File: src/include/usa_map.svh
// Register offsets, field positions and reset values of the address control block
`ifndef USA_MAP_SVH
`define USA_MAP_SVH
`define USA_OFS_MODE        8'h00
`define USA_OFS_INT_STATUS  8'h04
`define USA_OFS_INT_ENABLE  8'h08
`define USA_OFS_INT_CLEAR   8'h0C
`define USA_OFS_SETUP_FIRST 8'h10
`define USA_OFS_SETUP_SECND 8'h14
`define USA_OFS_SETUP_ADDR  8'h18
`define USA_OFS_USB_ADDRESS 8'h1C
`define USA_OFS_SETUP_CTRL  8'h20
`define USA_OFS_EP_CONTROL  8'h24
`define USA_OFS_EP_IN_CTRL  8'h28
`define USA_BIT_AUTO_DIS    0
`define USA_BIT_SETUP_RCVD  0
`define USA_BIT_ADDR_DONE   1
`define USA_BIT_LOAD_REQ    7
`define USA_BIT_PROTECT     0
`define USA_BIT_DIRECTION   0
`define USA_BIT_FORCE_NAK   7
`define USA_BIT_SHORT_EN    6
`define USA_NUM_EVENTS      2
`define USA_RST_IN_CTRL     8'h80
`define USA_REQ_SET_ADDRESS 8'h05
`define USA_REQ_TYPE_STD    8'h00
`endif

File: src/include/usa_pkg.sv
// Types shared by the address control block
`default_nettype none
package usa_pkg;
	// Fields of a received setup packet that the block keeps
	typedef struct packed {
		logic [7:0] req_type;   // First setup byte
		logic [7:0] req_code;   // Second setup byte
		logic [7:0] addr_value; // Low byte of the value field
	} usa_setup_t;
	// Answer given to an IN token on the control endpoint
	typedef enum logic [1:0] {
		USA_REPLY_NONE,
		USA_REPLY_NAK,
		USA_REPLY_ZLP
	} usa_reply_t;
endpackage : usa_pkg
`default_nettype wire

File: src/usa_ep0_status.sv
// Status stage responder for IN tokens on the control endpoint
`default_nettype none
module usa_ep0_status (
	input  wire logic              i_core_clk,    // Core clock
	input  wire logic              i_reset,       // Synchronous reset, high
	input  wire logic              i_in_token,    // IN token pulse on endpoint zero
	input  wire logic              i_in_ack,      // Host ACK pulse after our packet
	input  wire logic              i_protect,     // Endpoint protect bit
	input  wire logic              i_dir_in,      // Endpoint direction is IN
	input  wire logic              i_force_nak,   // Force NAK reply
	input  wire logic              i_short_en,    // Short packet enable
	input  wire logic              i_auto_status, // Hardware-owned status stage
	output usa_pkg::usa_reply_t    o_reply,       // Reply, one cycle after token
	output logic                   o_status_done  // Status stage finished pulse
);
	usa_pkg::usa_reply_t reply_r;
	usa_pkg::usa_reply_t reply_nxt;
	logic                sent_r;
	logic                sent_nxt;
	logic                done_r;
	logic                done_nxt;
	logic                fw_ready;

	// Firmware has armed a zero-length IN reply
	assign fw_ready = !i_protect && i_dir_in && !i_force_nak && i_short_en;

	// Reply choice and tracking of the sent packet until its ACK
	always_comb begin
		reply_nxt = usa_pkg::USA_REPLY_NONE;
		sent_nxt  = sent_r;
		done_nxt  = 1'b0;
		if (i_in_token) begin
			if (fw_ready || i_auto_status) begin
				reply_nxt = usa_pkg::USA_REPLY_ZLP;
				sent_nxt  = 1'b1;
			end else begin
				reply_nxt = usa_pkg::USA_REPLY_NAK;
				sent_nxt  = 1'b0;
			end
		end else if (i_in_ack && sent_r) begin
			done_nxt = 1'b1;
			sent_nxt = 1'b0;
		end
	end

	// Responder state
	always_ff @(posedge i_core_clk) begin
		if (i_reset) begin
			reply_r <= usa_pkg::USA_REPLY_NONE;
			sent_r  <= 1'b0;
			done_r  <= 1'b0;
		end else begin
			reply_r <= reply_nxt;
			sent_r  <= sent_nxt;
			done_r  <= done_nxt;
		end
	end

	assign o_reply       = reply_r;
	assign o_status_done = done_r;
endmodule // usa_ep0_status
`default_nettype wire

File: src/usa_irq_bits.sv
// Sticky event status bits with enable gating onto one interrupt level
`default_nettype none
module usa_irq_bits #(
	parameter int N = 2
) (
	input  wire logic         i_core_clk, // Core clock
	input  wire logic         i_reset,    // Synchronous reset, high
	input  wire logic [N-1:0] i_set,      // Event pulses
	input  wire logic [N-1:0] i_clr,      // Clear pulses from software
	input  wire logic [N-1:0] i_enable,   // Enable mask
	output logic      [N-1:0] o_status,   // Sticky status
	output logic              o_irq       // Interrupt level
);
	logic [N-1:0] status_r;
	logic [N-1:0] status_nxt;

	// Set wins over a clear in the same cycle
	always_comb begin
		status_nxt = (status_r & ~i_clr) | i_set;
	end

	// Status register
	always_ff @(posedge i_core_clk) begin
		if (i_reset) begin
			status_r <= '0;
		end else begin
			status_r <= status_nxt;
		end
	end

	assign o_status = status_r;
	assign o_irq    = |(status_r & i_enable);
endmodule // usa_irq_bits
`default_nettype wire

File: src/usa_set_address.sv
// Address assignment control for the control endpoint, with Avalon-MM registers
//
// Implementation choices: the Avalon-MM register port and the register addresses.
`include "usa_map.svh"
`default_nettype none
// Overview of operation
// - Disabled mode: every setup packet raises setup flag
// - Armed address loads after status stage
// - Armed endpoint answers IN with ZLP
// - Status IN raises address done flag
// - Auto mode suppresses flag for set-address request, handles it
module usa_set_address (
	input  wire logic                i_core_clk,        // Core clock, 250 MHz
	input  wire logic                i_reset,           // Synchronous reset, high
	input  wire logic [7:0]          i_avs_address,     // Byte address
	input  wire logic                i_avs_read,        // Read request
	input  wire logic                i_avs_write,       // Write request
	input  wire logic [31:0]         i_avs_writedata,   // Write data
	input  wire logic [3:0]          i_avs_byteenable,  // Byte enables
	output logic      [31:0]         o_avs_readdata,    // Read data
	output logic                     o_avs_waitrequest, // Wait request
	input  wire logic                i_setup_valid,     // Setup packet received pulse
	input  wire usa_pkg::usa_setup_t i_setup,           // Setup fields with the pulse
	input  wire logic                i_in_token,        // IN token on endpoint zero
	input  wire logic                i_in_ack,          // Host ACK of our IN packet
	output usa_pkg::usa_reply_t      o_in_reply,        // Reply to the IN token
	output logic      [6:0]          o_dev_addr,        // Current device address
	output logic                     o_irq              // Interrupt level
);
	logic                  ack_r;
	logic                  ack_nxt;
	logic [31:0]           rdata_r;
	logic [31:0]           rdata_nxt;
	logic                  auto_dis_r;
	logic                  auto_dis_nxt;
	logic [1:0]            int_en_r;
	logic [1:0]            int_en_nxt;
	usa_pkg::usa_setup_t   setup_r;
	usa_pkg::usa_setup_t   setup_nxt;
	logic                  load_req_r;
	logic                  load_req_nxt;
	logic [6:0]            addr_r;
	logic [6:0]            addr_nxt;
	logic                  protect_r;
	logic                  protect_nxt;
	logic                  dir_in_r;
	logic                  dir_in_nxt;
	logic [7:0]            in_ctrl_r;
	logic [7:0]            in_ctrl_nxt;
	logic                  auto_stat_r;
	logic                  auto_stat_nxt;
	logic                  req;
	logic                  wr_take;
	logic                  is_set_addr;
	logic                  auto_handle;
	logic                  status_done;
	logic [1:0]            int_set;
	logic [1:0]            int_clr;
	logic [1:0]            int_status;

	// Single wait state: every request is answered on the second cycle
	assign req               = i_avs_read || i_avs_write;
	assign o_avs_waitrequest = req && !ack_r;
	assign wr_take           = i_avs_write && ack_r && i_avs_byteenable[0];
	assign o_avs_readdata    = rdata_r;

	// Standard request assigning the address
	assign is_set_addr = (i_setup.req_type == `USA_REQ_TYPE_STD)
		&& (i_setup.req_code == `USA_REQ_SET_ADDRESS);
	// Auto mode takes the request over entirely
	assign auto_handle = i_setup_valid && is_set_addr && !auto_dis_r;

	// Event sources and software clears
	always_comb begin
		int_set = '0;
		int_set[`USA_BIT_SETUP_RCVD] = i_setup_valid && !auto_handle;
		int_set[`USA_BIT_ADDR_DONE]  = status_done;
		int_clr = '0;
		if (wr_take && (i_avs_address == `USA_OFS_INT_CLEAR)) begin
			int_clr = i_avs_writedata[1:0];
		end
	end

	// Bus handshake and read data capture
	always_comb begin
		ack_nxt   = req && !ack_r;
		rdata_nxt = rdata_r;
		if (req && !ack_r) begin
			rdata_nxt = '0;
			if (!i_avs_read) begin
				rdata_nxt = '0;
			end else if (i_avs_address == `USA_OFS_MODE) begin
				rdata_nxt[`USA_BIT_AUTO_DIS] = auto_dis_r;
			end else if (i_avs_address == `USA_OFS_INT_STATUS) begin
				rdata_nxt[1:0] = int_status;
			end else if (i_avs_address == `USA_OFS_INT_ENABLE) begin
				rdata_nxt[1:0] = int_en_r;
			end else if (i_avs_address == `USA_OFS_SETUP_FIRST) begin
				rdata_nxt[7:0] = setup_r.req_type;
			end else if (i_avs_address == `USA_OFS_SETUP_SECND) begin
				rdata_nxt[7:0] = setup_r.req_code;
			end else if (i_avs_address == `USA_OFS_SETUP_ADDR) begin
				rdata_nxt[7:0] = setup_r.addr_value;
			end else if (i_avs_address == `USA_OFS_USB_ADDRESS) begin
				rdata_nxt[7:0] = {load_req_r, addr_r};
			end else if (i_avs_address == `USA_OFS_SETUP_CTRL) begin
				rdata_nxt[`USA_BIT_PROTECT] = protect_r;
			end else if (i_avs_address == `USA_OFS_EP_CONTROL) begin
				rdata_nxt[`USA_BIT_DIRECTION] = dir_in_r;
			end else if (i_avs_address == `USA_OFS_EP_IN_CTRL) begin
				rdata_nxt[7:0] = in_ctrl_r;
			end
		end
	end

	// Software writes and hardware updates of the control state
	always_comb begin
		auto_dis_nxt  = auto_dis_r;
		int_en_nxt    = int_en_r;
		setup_nxt     = setup_r;
		load_req_nxt  = load_req_r;
		addr_nxt      = addr_r;
		protect_nxt   = protect_r;
		dir_in_nxt    = dir_in_r;
		in_ctrl_nxt   = in_ctrl_r;
		auto_stat_nxt = auto_stat_r;
		if (wr_take) begin
			if (i_avs_address == `USA_OFS_MODE) begin
				auto_dis_nxt = i_avs_writedata[`USA_BIT_AUTO_DIS];
			end else if (i_avs_address == `USA_OFS_INT_ENABLE) begin
				int_en_nxt = i_avs_writedata[1:0];
			end else if (i_avs_address == `USA_OFS_USB_ADDRESS) begin
				load_req_nxt = i_avs_writedata[`USA_BIT_LOAD_REQ];
			end else if (i_avs_address == `USA_OFS_SETUP_CTRL) begin
				protect_nxt = i_avs_writedata[`USA_BIT_PROTECT];
			end else if (i_avs_address == `USA_OFS_EP_CONTROL) begin
				dir_in_nxt = i_avs_writedata[`USA_BIT_DIRECTION];
			end else if (i_avs_address == `USA_OFS_EP_IN_CTRL) begin
				in_ctrl_nxt = i_avs_writedata[7:0];
			end
		end
		// Completed status stage loads the armed address, then disarms
		if (status_done) begin
			auto_stat_nxt = 1'b0;
			if (load_req_r) begin
				addr_nxt     = setup_r.addr_value[6:0];
				load_req_nxt = 1'b0;
			end
		end
		// A new setup packet always locks the endpoint until firmware releases it; auto mode also arms the load and the status stage
		if (i_setup_valid) begin
			setup_nxt   = i_setup;
			protect_nxt = 1'b1;
			auto_stat_nxt = 1'b0;
			if (auto_handle) begin
				load_req_nxt  = 1'b1;
				auto_stat_nxt = 1'b1;
			end
		end
	end

	// Register stage
	always_ff @(posedge i_core_clk) begin
		if (i_reset) begin
			ack_r       <= 1'b0;
			rdata_r     <= '0;
			auto_dis_r  <= 1'b0;
			int_en_r    <= '0;
			setup_r     <= '0;
			load_req_r  <= 1'b0;
			addr_r      <= '0;
			protect_r   <= 1'b1;
			dir_in_r    <= 1'b0;
			in_ctrl_r   <= `USA_RST_IN_CTRL;
			auto_stat_r <= 1'b0;
		end else begin
			ack_r       <= ack_nxt;
			rdata_r     <= rdata_nxt;
			auto_dis_r  <= auto_dis_nxt;
			int_en_r    <= int_en_nxt;
			setup_r     <= setup_nxt;
			load_req_r  <= load_req_nxt;
			addr_r      <= addr_nxt;
			protect_r   <= protect_nxt;
			dir_in_r    <= dir_in_nxt;
			in_ctrl_r   <= in_ctrl_nxt;
			auto_stat_r <= auto_stat_nxt;
		end
	end

	assign o_dev_addr = addr_r;

	// Sticky event flags and interrupt
	usa_irq_bits #(
		.N(`USA_NUM_EVENTS)
	) u_irq (
		.i_core_clk (i_core_clk),
		.i_reset    (i_reset),
		.i_set      (int_set),
		.i_clr      (int_clr),
		.i_enable   (int_en_r),
		.o_status   (int_status),
		.o_irq      (o_irq)
	);

	// Status stage responder
	usa_ep0_status u_status (
		.i_core_clk    (i_core_clk),
		.i_reset       (i_reset),
		.i_in_token    (i_in_token),
		.i_in_ack      (i_in_ack),
		.i_protect     (protect_r),
		.i_dir_in      (dir_in_r),
		.i_force_nak   (in_ctrl_r[`USA_BIT_FORCE_NAK]),
		.i_short_en    (in_ctrl_r[`USA_BIT_SHORT_EN]),
		.i_auto_status (auto_stat_r),
		.o_reply       (o_in_reply),
		.o_status_done (status_done)
	);
endmodule // usa_set_address
`default_nettype wire

File: config.mk
export PLATFORM = sky130hd
export DESIGN_NAME = usa_set_address
export DESIGN_NICKNAME = d
export VERILOG_FILES = /design/src/include/usa_pkg.sv /design/src/usa_ep0_status.sv /design/src/usa_irq_bits.sv /design/src/usa_set_address.sv
export VERILOG_INCLUDE_DIRS = /design/src /design/src/include
export SDC_FILE = /design/constraint.sdc
export NUM_CORES = 1
export LEC_CHECK = 0
export ABC_AREA = 1
export BUFFER_PORTS_ARGS = -buffer_cell sky130_fd_sc_hd__buf_2
export CORE_MARGIN = 2
export CORE_UTILIZATION = 48
export DETAILED_ROUTE_END_ITERATION = 8
export PLACE_DENSITY_LB_ADDON = 0.12
export SETUP_SLACK_MARGIN = 0.02
export SLEW_MARGIN = 10
export SYNTH_ARGS = -nofsm -noshare
export SYNTH_HDL_FRONTEND = slang
export SYNTH_SLANG_ARGS = --single-unit
File: constraint.sdc
create_clock -name i_core_clk -period 1.7 [get_ports i_core_clk]
set_input_delay 0.34 -clock i_core_clk [delete_from_list [all_inputs] [get_ports i_core_clk]]
set_output_delay 0.34 -clock i_core_clk [all_outputs]
set_load 0.02 [all_outputs]
Yosys cells after proc, flatten, opt, wreduce, memory -nomap -nowiden
Index checks and enable logic that the tools add are counted.
{"block": "word_totals", "word_cells": 104, "register_bits": 61, "output_inout_bits": 43}
{"block": "classes", "reduce_logical": 33, "bitwise": 10, "n_eq_ne": 11, "muxes": 33}
{"op": "8-bit 2-to-1 mux", "count": 6}
{"op": "8-bit by 5-bit == test with 1-bit output, second input constant", "count": 4}
{"op": "8-bit by 6-bit == test with 1-bit output, second input constant", "count": 3}
{"op": "7-bit 2-to-1 mux", "count": 3}
{"op": "1-bit 2-to-1 mux", "count": 18}
{"op": "8-bit by 3-bit == test with 1-bit output, second input constant", "count": 2}
{"op": "8-bit by 4-bit == test with 1-bit output, second input constant", "count": 2}
{"op": "8-bit logical NOT", "count": 2}
{"op": "1-bit logical AND", "count": 12}
{"op": "6-bit 2-to-1 mux", "count": 2}
{"op": "2-bit 2-to-1 mux", "count": 4}
{"op": "2-bit OR reduction", "count": 4}
{"op": "7-bit AND reduction", "count": 1}
{"op": "1-bit inverter", "count": 6}
{"op": "6-bit AND reduction", "count": 1}
{"op": "1-bit logical NOT", "count": 5}
{"op": "5-bit AND reduction", "count": 1}
{"op": "2-bit bitwise AND", "count": 2}
{"op": "2-bit AND reduction", "count": 2}
{"op": "2-bit nonzero test", "count": 2}
{"op": "3-bit AND reduction", "count": 1}
{"op": "1-bit logical OR", "count": 2}
{"op": "2-bit inverter", "count": 1}
{"op": "2-bit OR", "count": 1}

Logic depth before layout (Yosys ltp)
{"block": "logic_depth", "word_depth": 12, "mapped_depth": 13}

Modules after synthesis
From an unflattened synthesis, not the netlist that was laid out.
{"block": "unflattened", "hier_cells": 419, "area_unflattened_um2": 3110.5}
{"mod": "usa_set_address", "n_inst": 1, "seq_area_each_um2": 1101.1, "cells_each": 384, "area_each_um2": 2862.7}
{"mod": "usa_ep0_status", "n_inst": 1, "seq_area_each_um2": 80.1, "cells_each": 22, "area_each_um2": 163.9}
{"mod": "usa_irq_bits", "n_inst": 1, "seq_area_each_um2": 40.0, "cells_each": 13, "area_each_um2": 83.8}

Worst setup path after synthesis
OpenSTA, ideal clock, no wires.
{"block": "synth_timing", "path_type": "input to register", "startpoint": "in i_avs_read", "endpoint": "reg rdata_r[7], in the netlist o_avs_readdata[7]", "path_slack_ns": 0.204, "n_path_buf": 0, "required_ns": 1.630, "cell_stages": 8, "arrival_time_ns": 1.426, "path_cell_list": "inv_1 -> a21oi_2 -> inv_2 -> nor2_2 -> nand2_2 -> nor3_4 -> o211ai_1 -> a21oi_1"}
{"block": "synth_via", "elab_chain_cells": 2}
{"element": "start, declared", "line_no": "usa_set_address.sv:16", "rtl": "input wire logic i_avs_read,"}
{"element": "1-bit logical OR", "line_no": "usa_set_address.sv:62", "rtl": "assign req = i_avs_read || i_avs_write;"}
{"element": "1-bit logical AND"}
{"element": "named net o_avs_waitrequest", "line_no": "usa_set_address.sv:21", "rtl": "output logic o_avs_waitrequest,"}
{"element": "end signal, assigned", "line_no": "usa_set_address.sv:178", "rtl": "rdata_r <= rdata_nxt;"}
{"element": "end, declared", "line_no": "usa_set_address.sv:32", "rtl": "logic [31:0] rdata_r;"}
The timed path passes the listed nets, and every way through them passes these cells.
A chain may end at the register's enable or synchronous reset.

Worst setup path after layout
{"block": "layout_timing", "startpoint": "reg ack_r", "endpoint": "reg in_ctrl_r[6]"}
{"block": "layout_via", "elab_chain_cells": 3}
{"element": "start, declared", "line_no": "usa_set_address.sv:30", "rtl": "logic ack_r;"}
{"element": "start signal, assigned", "line_no": "usa_set_address.sv:177", "rtl": "ack_r <= ack_nxt;"}
{"element": "1-bit logical AND (2 in a row)", "line_no": "usa_set_address.sv:64", "rtl": "assign wr_take = i_avs_write && ack_r && i_avs_byteenable[0];"}
{"element": "7-bit AND reduction (no source line)"}
{"element": "end signal, assigned", "line_no": "usa_set_address.sv:174", "rtl": "in_ctrl_r <= `USA_RST_IN_CTRL;"}
{"element": "end signal, assigned", "line_no": "usa_set_address.sv:186", "rtl": "in_ctrl_r <= in_ctrl_nxt;"}
{"element": "end, declared", "line_no": "usa_set_address.sv:48", "rtl": "logic [7:0] in_ctrl_r;"}
No other way between the ends.

==> metrics <==
status=finished clean; CTS tree=yes; CTS Sinks=61; Startpoint Class=flop; Post-CTS Hold Buffers=0; post_cts resized=0; die area=6800 um^2; post-route insts no fill=549; NetSw=774 uW; internal power=roughly 2.5 mW; placed insts=533; peak supply drop=0.633 mV; Final Util=about three fifths; core area=between 5000 and 6000 um^2; gr ovfl total=0; Root Buffer=clkbuf_8; Initial Utilization=49.9%; DRT antenna net count=0; CTS Buf Count=9; leak pwr=1.64 nW; multiplexer share of the synthesized area=0%; initial DRC count=approximately 130; Clk Latency, worst-skew pair=0.33 ns; Worst Path Required=1.91 ns; FMAX=a little over 700 MHz; logic gate share of total power=9.4%; WHS=0.205 ns; DP Worst Slack=0.0160 ns; setup violators final=0; Worst-path clk slew=roughly 0.07 ns; Compound-Gate Fraction of Synth Area=19.0%; min-delay src=i_in_token; most frequent cells in the layout=nor2_1 (70), buf_2 (66), dfxtp_1 (61); RSZ-0062 raised after global routing=no; synth unique cells=36; post-DP HPWL=5.28 mm; net switching share of the total power=a little under a quarter; DR DRC count=0; RR Startpoint=ack_r; Ys Warns=0; Placer Congestion=0.862; CTS Buffer Depth=2; drt total wl=7.07 mm; setup tns final=0 ns; largest net degree at the start of global routing=44; crit path launch=ack_r; power density over the cells=approximately 920 nW/um^2; crit path kind=flop to flop; GRT Total Usage=~23%; Fin. Hold Viols=0; Hold Path Cell Cnt=2; post-synthesis xor/xnor area fraction=0%; main combinational cell family by area after synthesis=simple AND/OR/NAND/NOR gates; PortBufs=66; clock power share=44.4%; Synth Cell Area=2950 um^2; worst min-delay path endpoint=u_status.o_status_done; Reg2Reg Setup Slack=0.28 ns; path depth of the worst reg2reg path=7; Synth Area in Simple Gates=26.6%; Tmin final=1.42 ns; Gate Count Post-Synth=394; vias in the first global route=2518; DR vias/cell=5.01; sequential share of power=46.2%; fin worst setup slack=0.284 ns; I/O pins=118; Antenna diodes=0; commonest non-fill, non-tap cell in the layout=nor2_1; routed len/inst=12.9 um; flops & latches, synth=61; fraction of layout cells with a size suffix above 1=27.2%; initial antenna violation count=0; crit path DAT=between 1.5 and 2 ns; HP Class=primary input to flop; Worst Skew=0.00636 ns; mean post-synth cell area=7.50 um^2; register area share after synthesis=41.3%; Final period util=83.3%; crit-path max FO=10; Post-layout nets=544; first-pass detailed-route iteration total=4; MaxCap Viol Count=0; CP Capture Type=flop; Site Rows=28; die width=~82 um; htree depth=3; setup bufs post-CTS=0; global-route wire length before repair=11.5 mm; reg2reg end=in_ctrl_r[6]; vias=2752; die height=82.5 um; area delta synth->final=19.8%; Filler Cells Inserted=just under 600; area share of fa/ha/maj cells after synthesis=0%; max-slew violation count=0
-- sequential cells by signal, indices dropped and copies added (netlist names) --
| register | flops |
|---|---|
| u_status.o_reply | 2 |
| o_dev_addr | 7 |
| u_status.sent_r | 1 |
| in_ctrl_r | 8 |
| auto_stat_r | 1 |
| load_req_r | 1 |
| auto_dis_r | 1 |
| dir_in_r | 1 |
| u_status.o_status_done | 1 |
| ack_r | 1 |
| int_en_r | 2 |
| u_irq.o_status | 2 |
| setup_r | 24 |
| protect_r | 1 |
| o_avs_readdata | 8 |
-- power groups by stage --
stage          registers, mW  clock network, mW  logic [mW]
2_1_floorplan           1.52                  0       0.235
3_3_place_gp            1.53                  0       0.298
3_5_place_dp            1.53                  0       0.302
4_1_cts                 1.50               1.46       0.305
5_1_grt                 1.50               1.52       0.347
6_report                1.50               1.44       0.305
-- through the flow --
stage	power (mW)	cell area, um^2
floorplan	1.76	3040
CTS	3.27	3540
finish	3.25	3540
detailed placement	1.83	3310
global route	3.38	3540
global placement	1.83	3310
-- synth_stat cells --
cell type / instances / area, um^2
inv_4: 3 / 18.8
clkbuf_1: 10 / 37.5
o211ai_1: 7 / 52.6
nand2_1: 48 / 180
nor3_4: 1 / 16.3
or2_0: 2 / 12.5
o21ai_1: 8 / 40.0
nor2_4: 6 / 67.6
nor4b_1: 1 / 8.76
o2111ai_1: 7 / 61.3
nand3_4: 1 / 17.5
o311ai_0: 1 / 8.76
a22o_1: 1 / 8.76
inv_1: 23 / 86.3
nor3_2: 1 / 10.0
buf_4: 24 / 180
nor4_1: 2 / 12.5
nor2_2: 3 / 18.8
o21ai_0: 36 / 180
nand2_2: 6 / 37.5
a311oi_1: 1 / 8.76
nand4_1: 3 / 18.8
a21oi_2: 1 / 8.76
nand3b_1: 1 / 7.51
a21oi_1: 35 / 175
o21bai_1: 1 / 7.51
inv_2: 13 / 48.8
conb_1: 1 / 3.75
nand4_4: 1 / 21.3
inv_6: 1 / 8.76
nor2_8: 2 / 40.0
dfxtp_1: 61 / 1220
a41o_1: 1 / 10.0
nor3_1: 3 / 15.0
nand3_1: 8 / 40.0
nor2_1: 70 / 263
-- worst max-delay path: stages (launching register included) --
cell and delay [ns]:
dfxtp_1 0.35, nand3_1 0.12, inv_1 0.17, nand4_4 0.15, nor2_4 0.25, inv_6 0.08, o21ai_1 0.14, a21oi_1 0.05
-- per-layer routing --
metal,part of all wire [%],track usage (%)
met1,46,29.6
met3,5.2,3.91
met5,0,0
met2,47,36.1
met4,1.8,10.2
-- layout make-up --
type                       count  area [um^2]  share of cell area (%)
multi-input combinational    282         1440                    40.7
sequential                    61         1220                    34.5
timing repair buffer          75          398                    11.2
inverter                      40          163                    4.60
clock buffer                  12          155                    4.38
tap                           75         93.8                    2.65
clock inverter                 4         70.1                    1.98
-- worst max path at each step --
| stage | to | slack [ns] | cells past startpoint |
|---|---|---|---|
| 2_1_floorplan | o_avs_readdata[7] | 0.20 | 8 |
| 3_3_place_gp | o_avs_readdata[1] | 0.03 | 11 |
| 3_5_place_dp | load_req_r | 0.02 | 7 |
| 4_1_cts | in_ctrl_r[6] | 0.28 | 7 |
| 5_1_grt | in_ctrl_r[6] | 0.18 | 7 |
| 6_report | in_ctrl_r[6] | 0.28 | 7 |
-- cell families (layout without fill, tap and decap cells) --
family                 Yosys count  in the layout
AOI/OAI and AO/OA               99             99
buffers and inverters           74            131
DFF                             61             61
other                            1             24
and+or+nand+nor                159            159
Power figures use the tool's default switching activity.
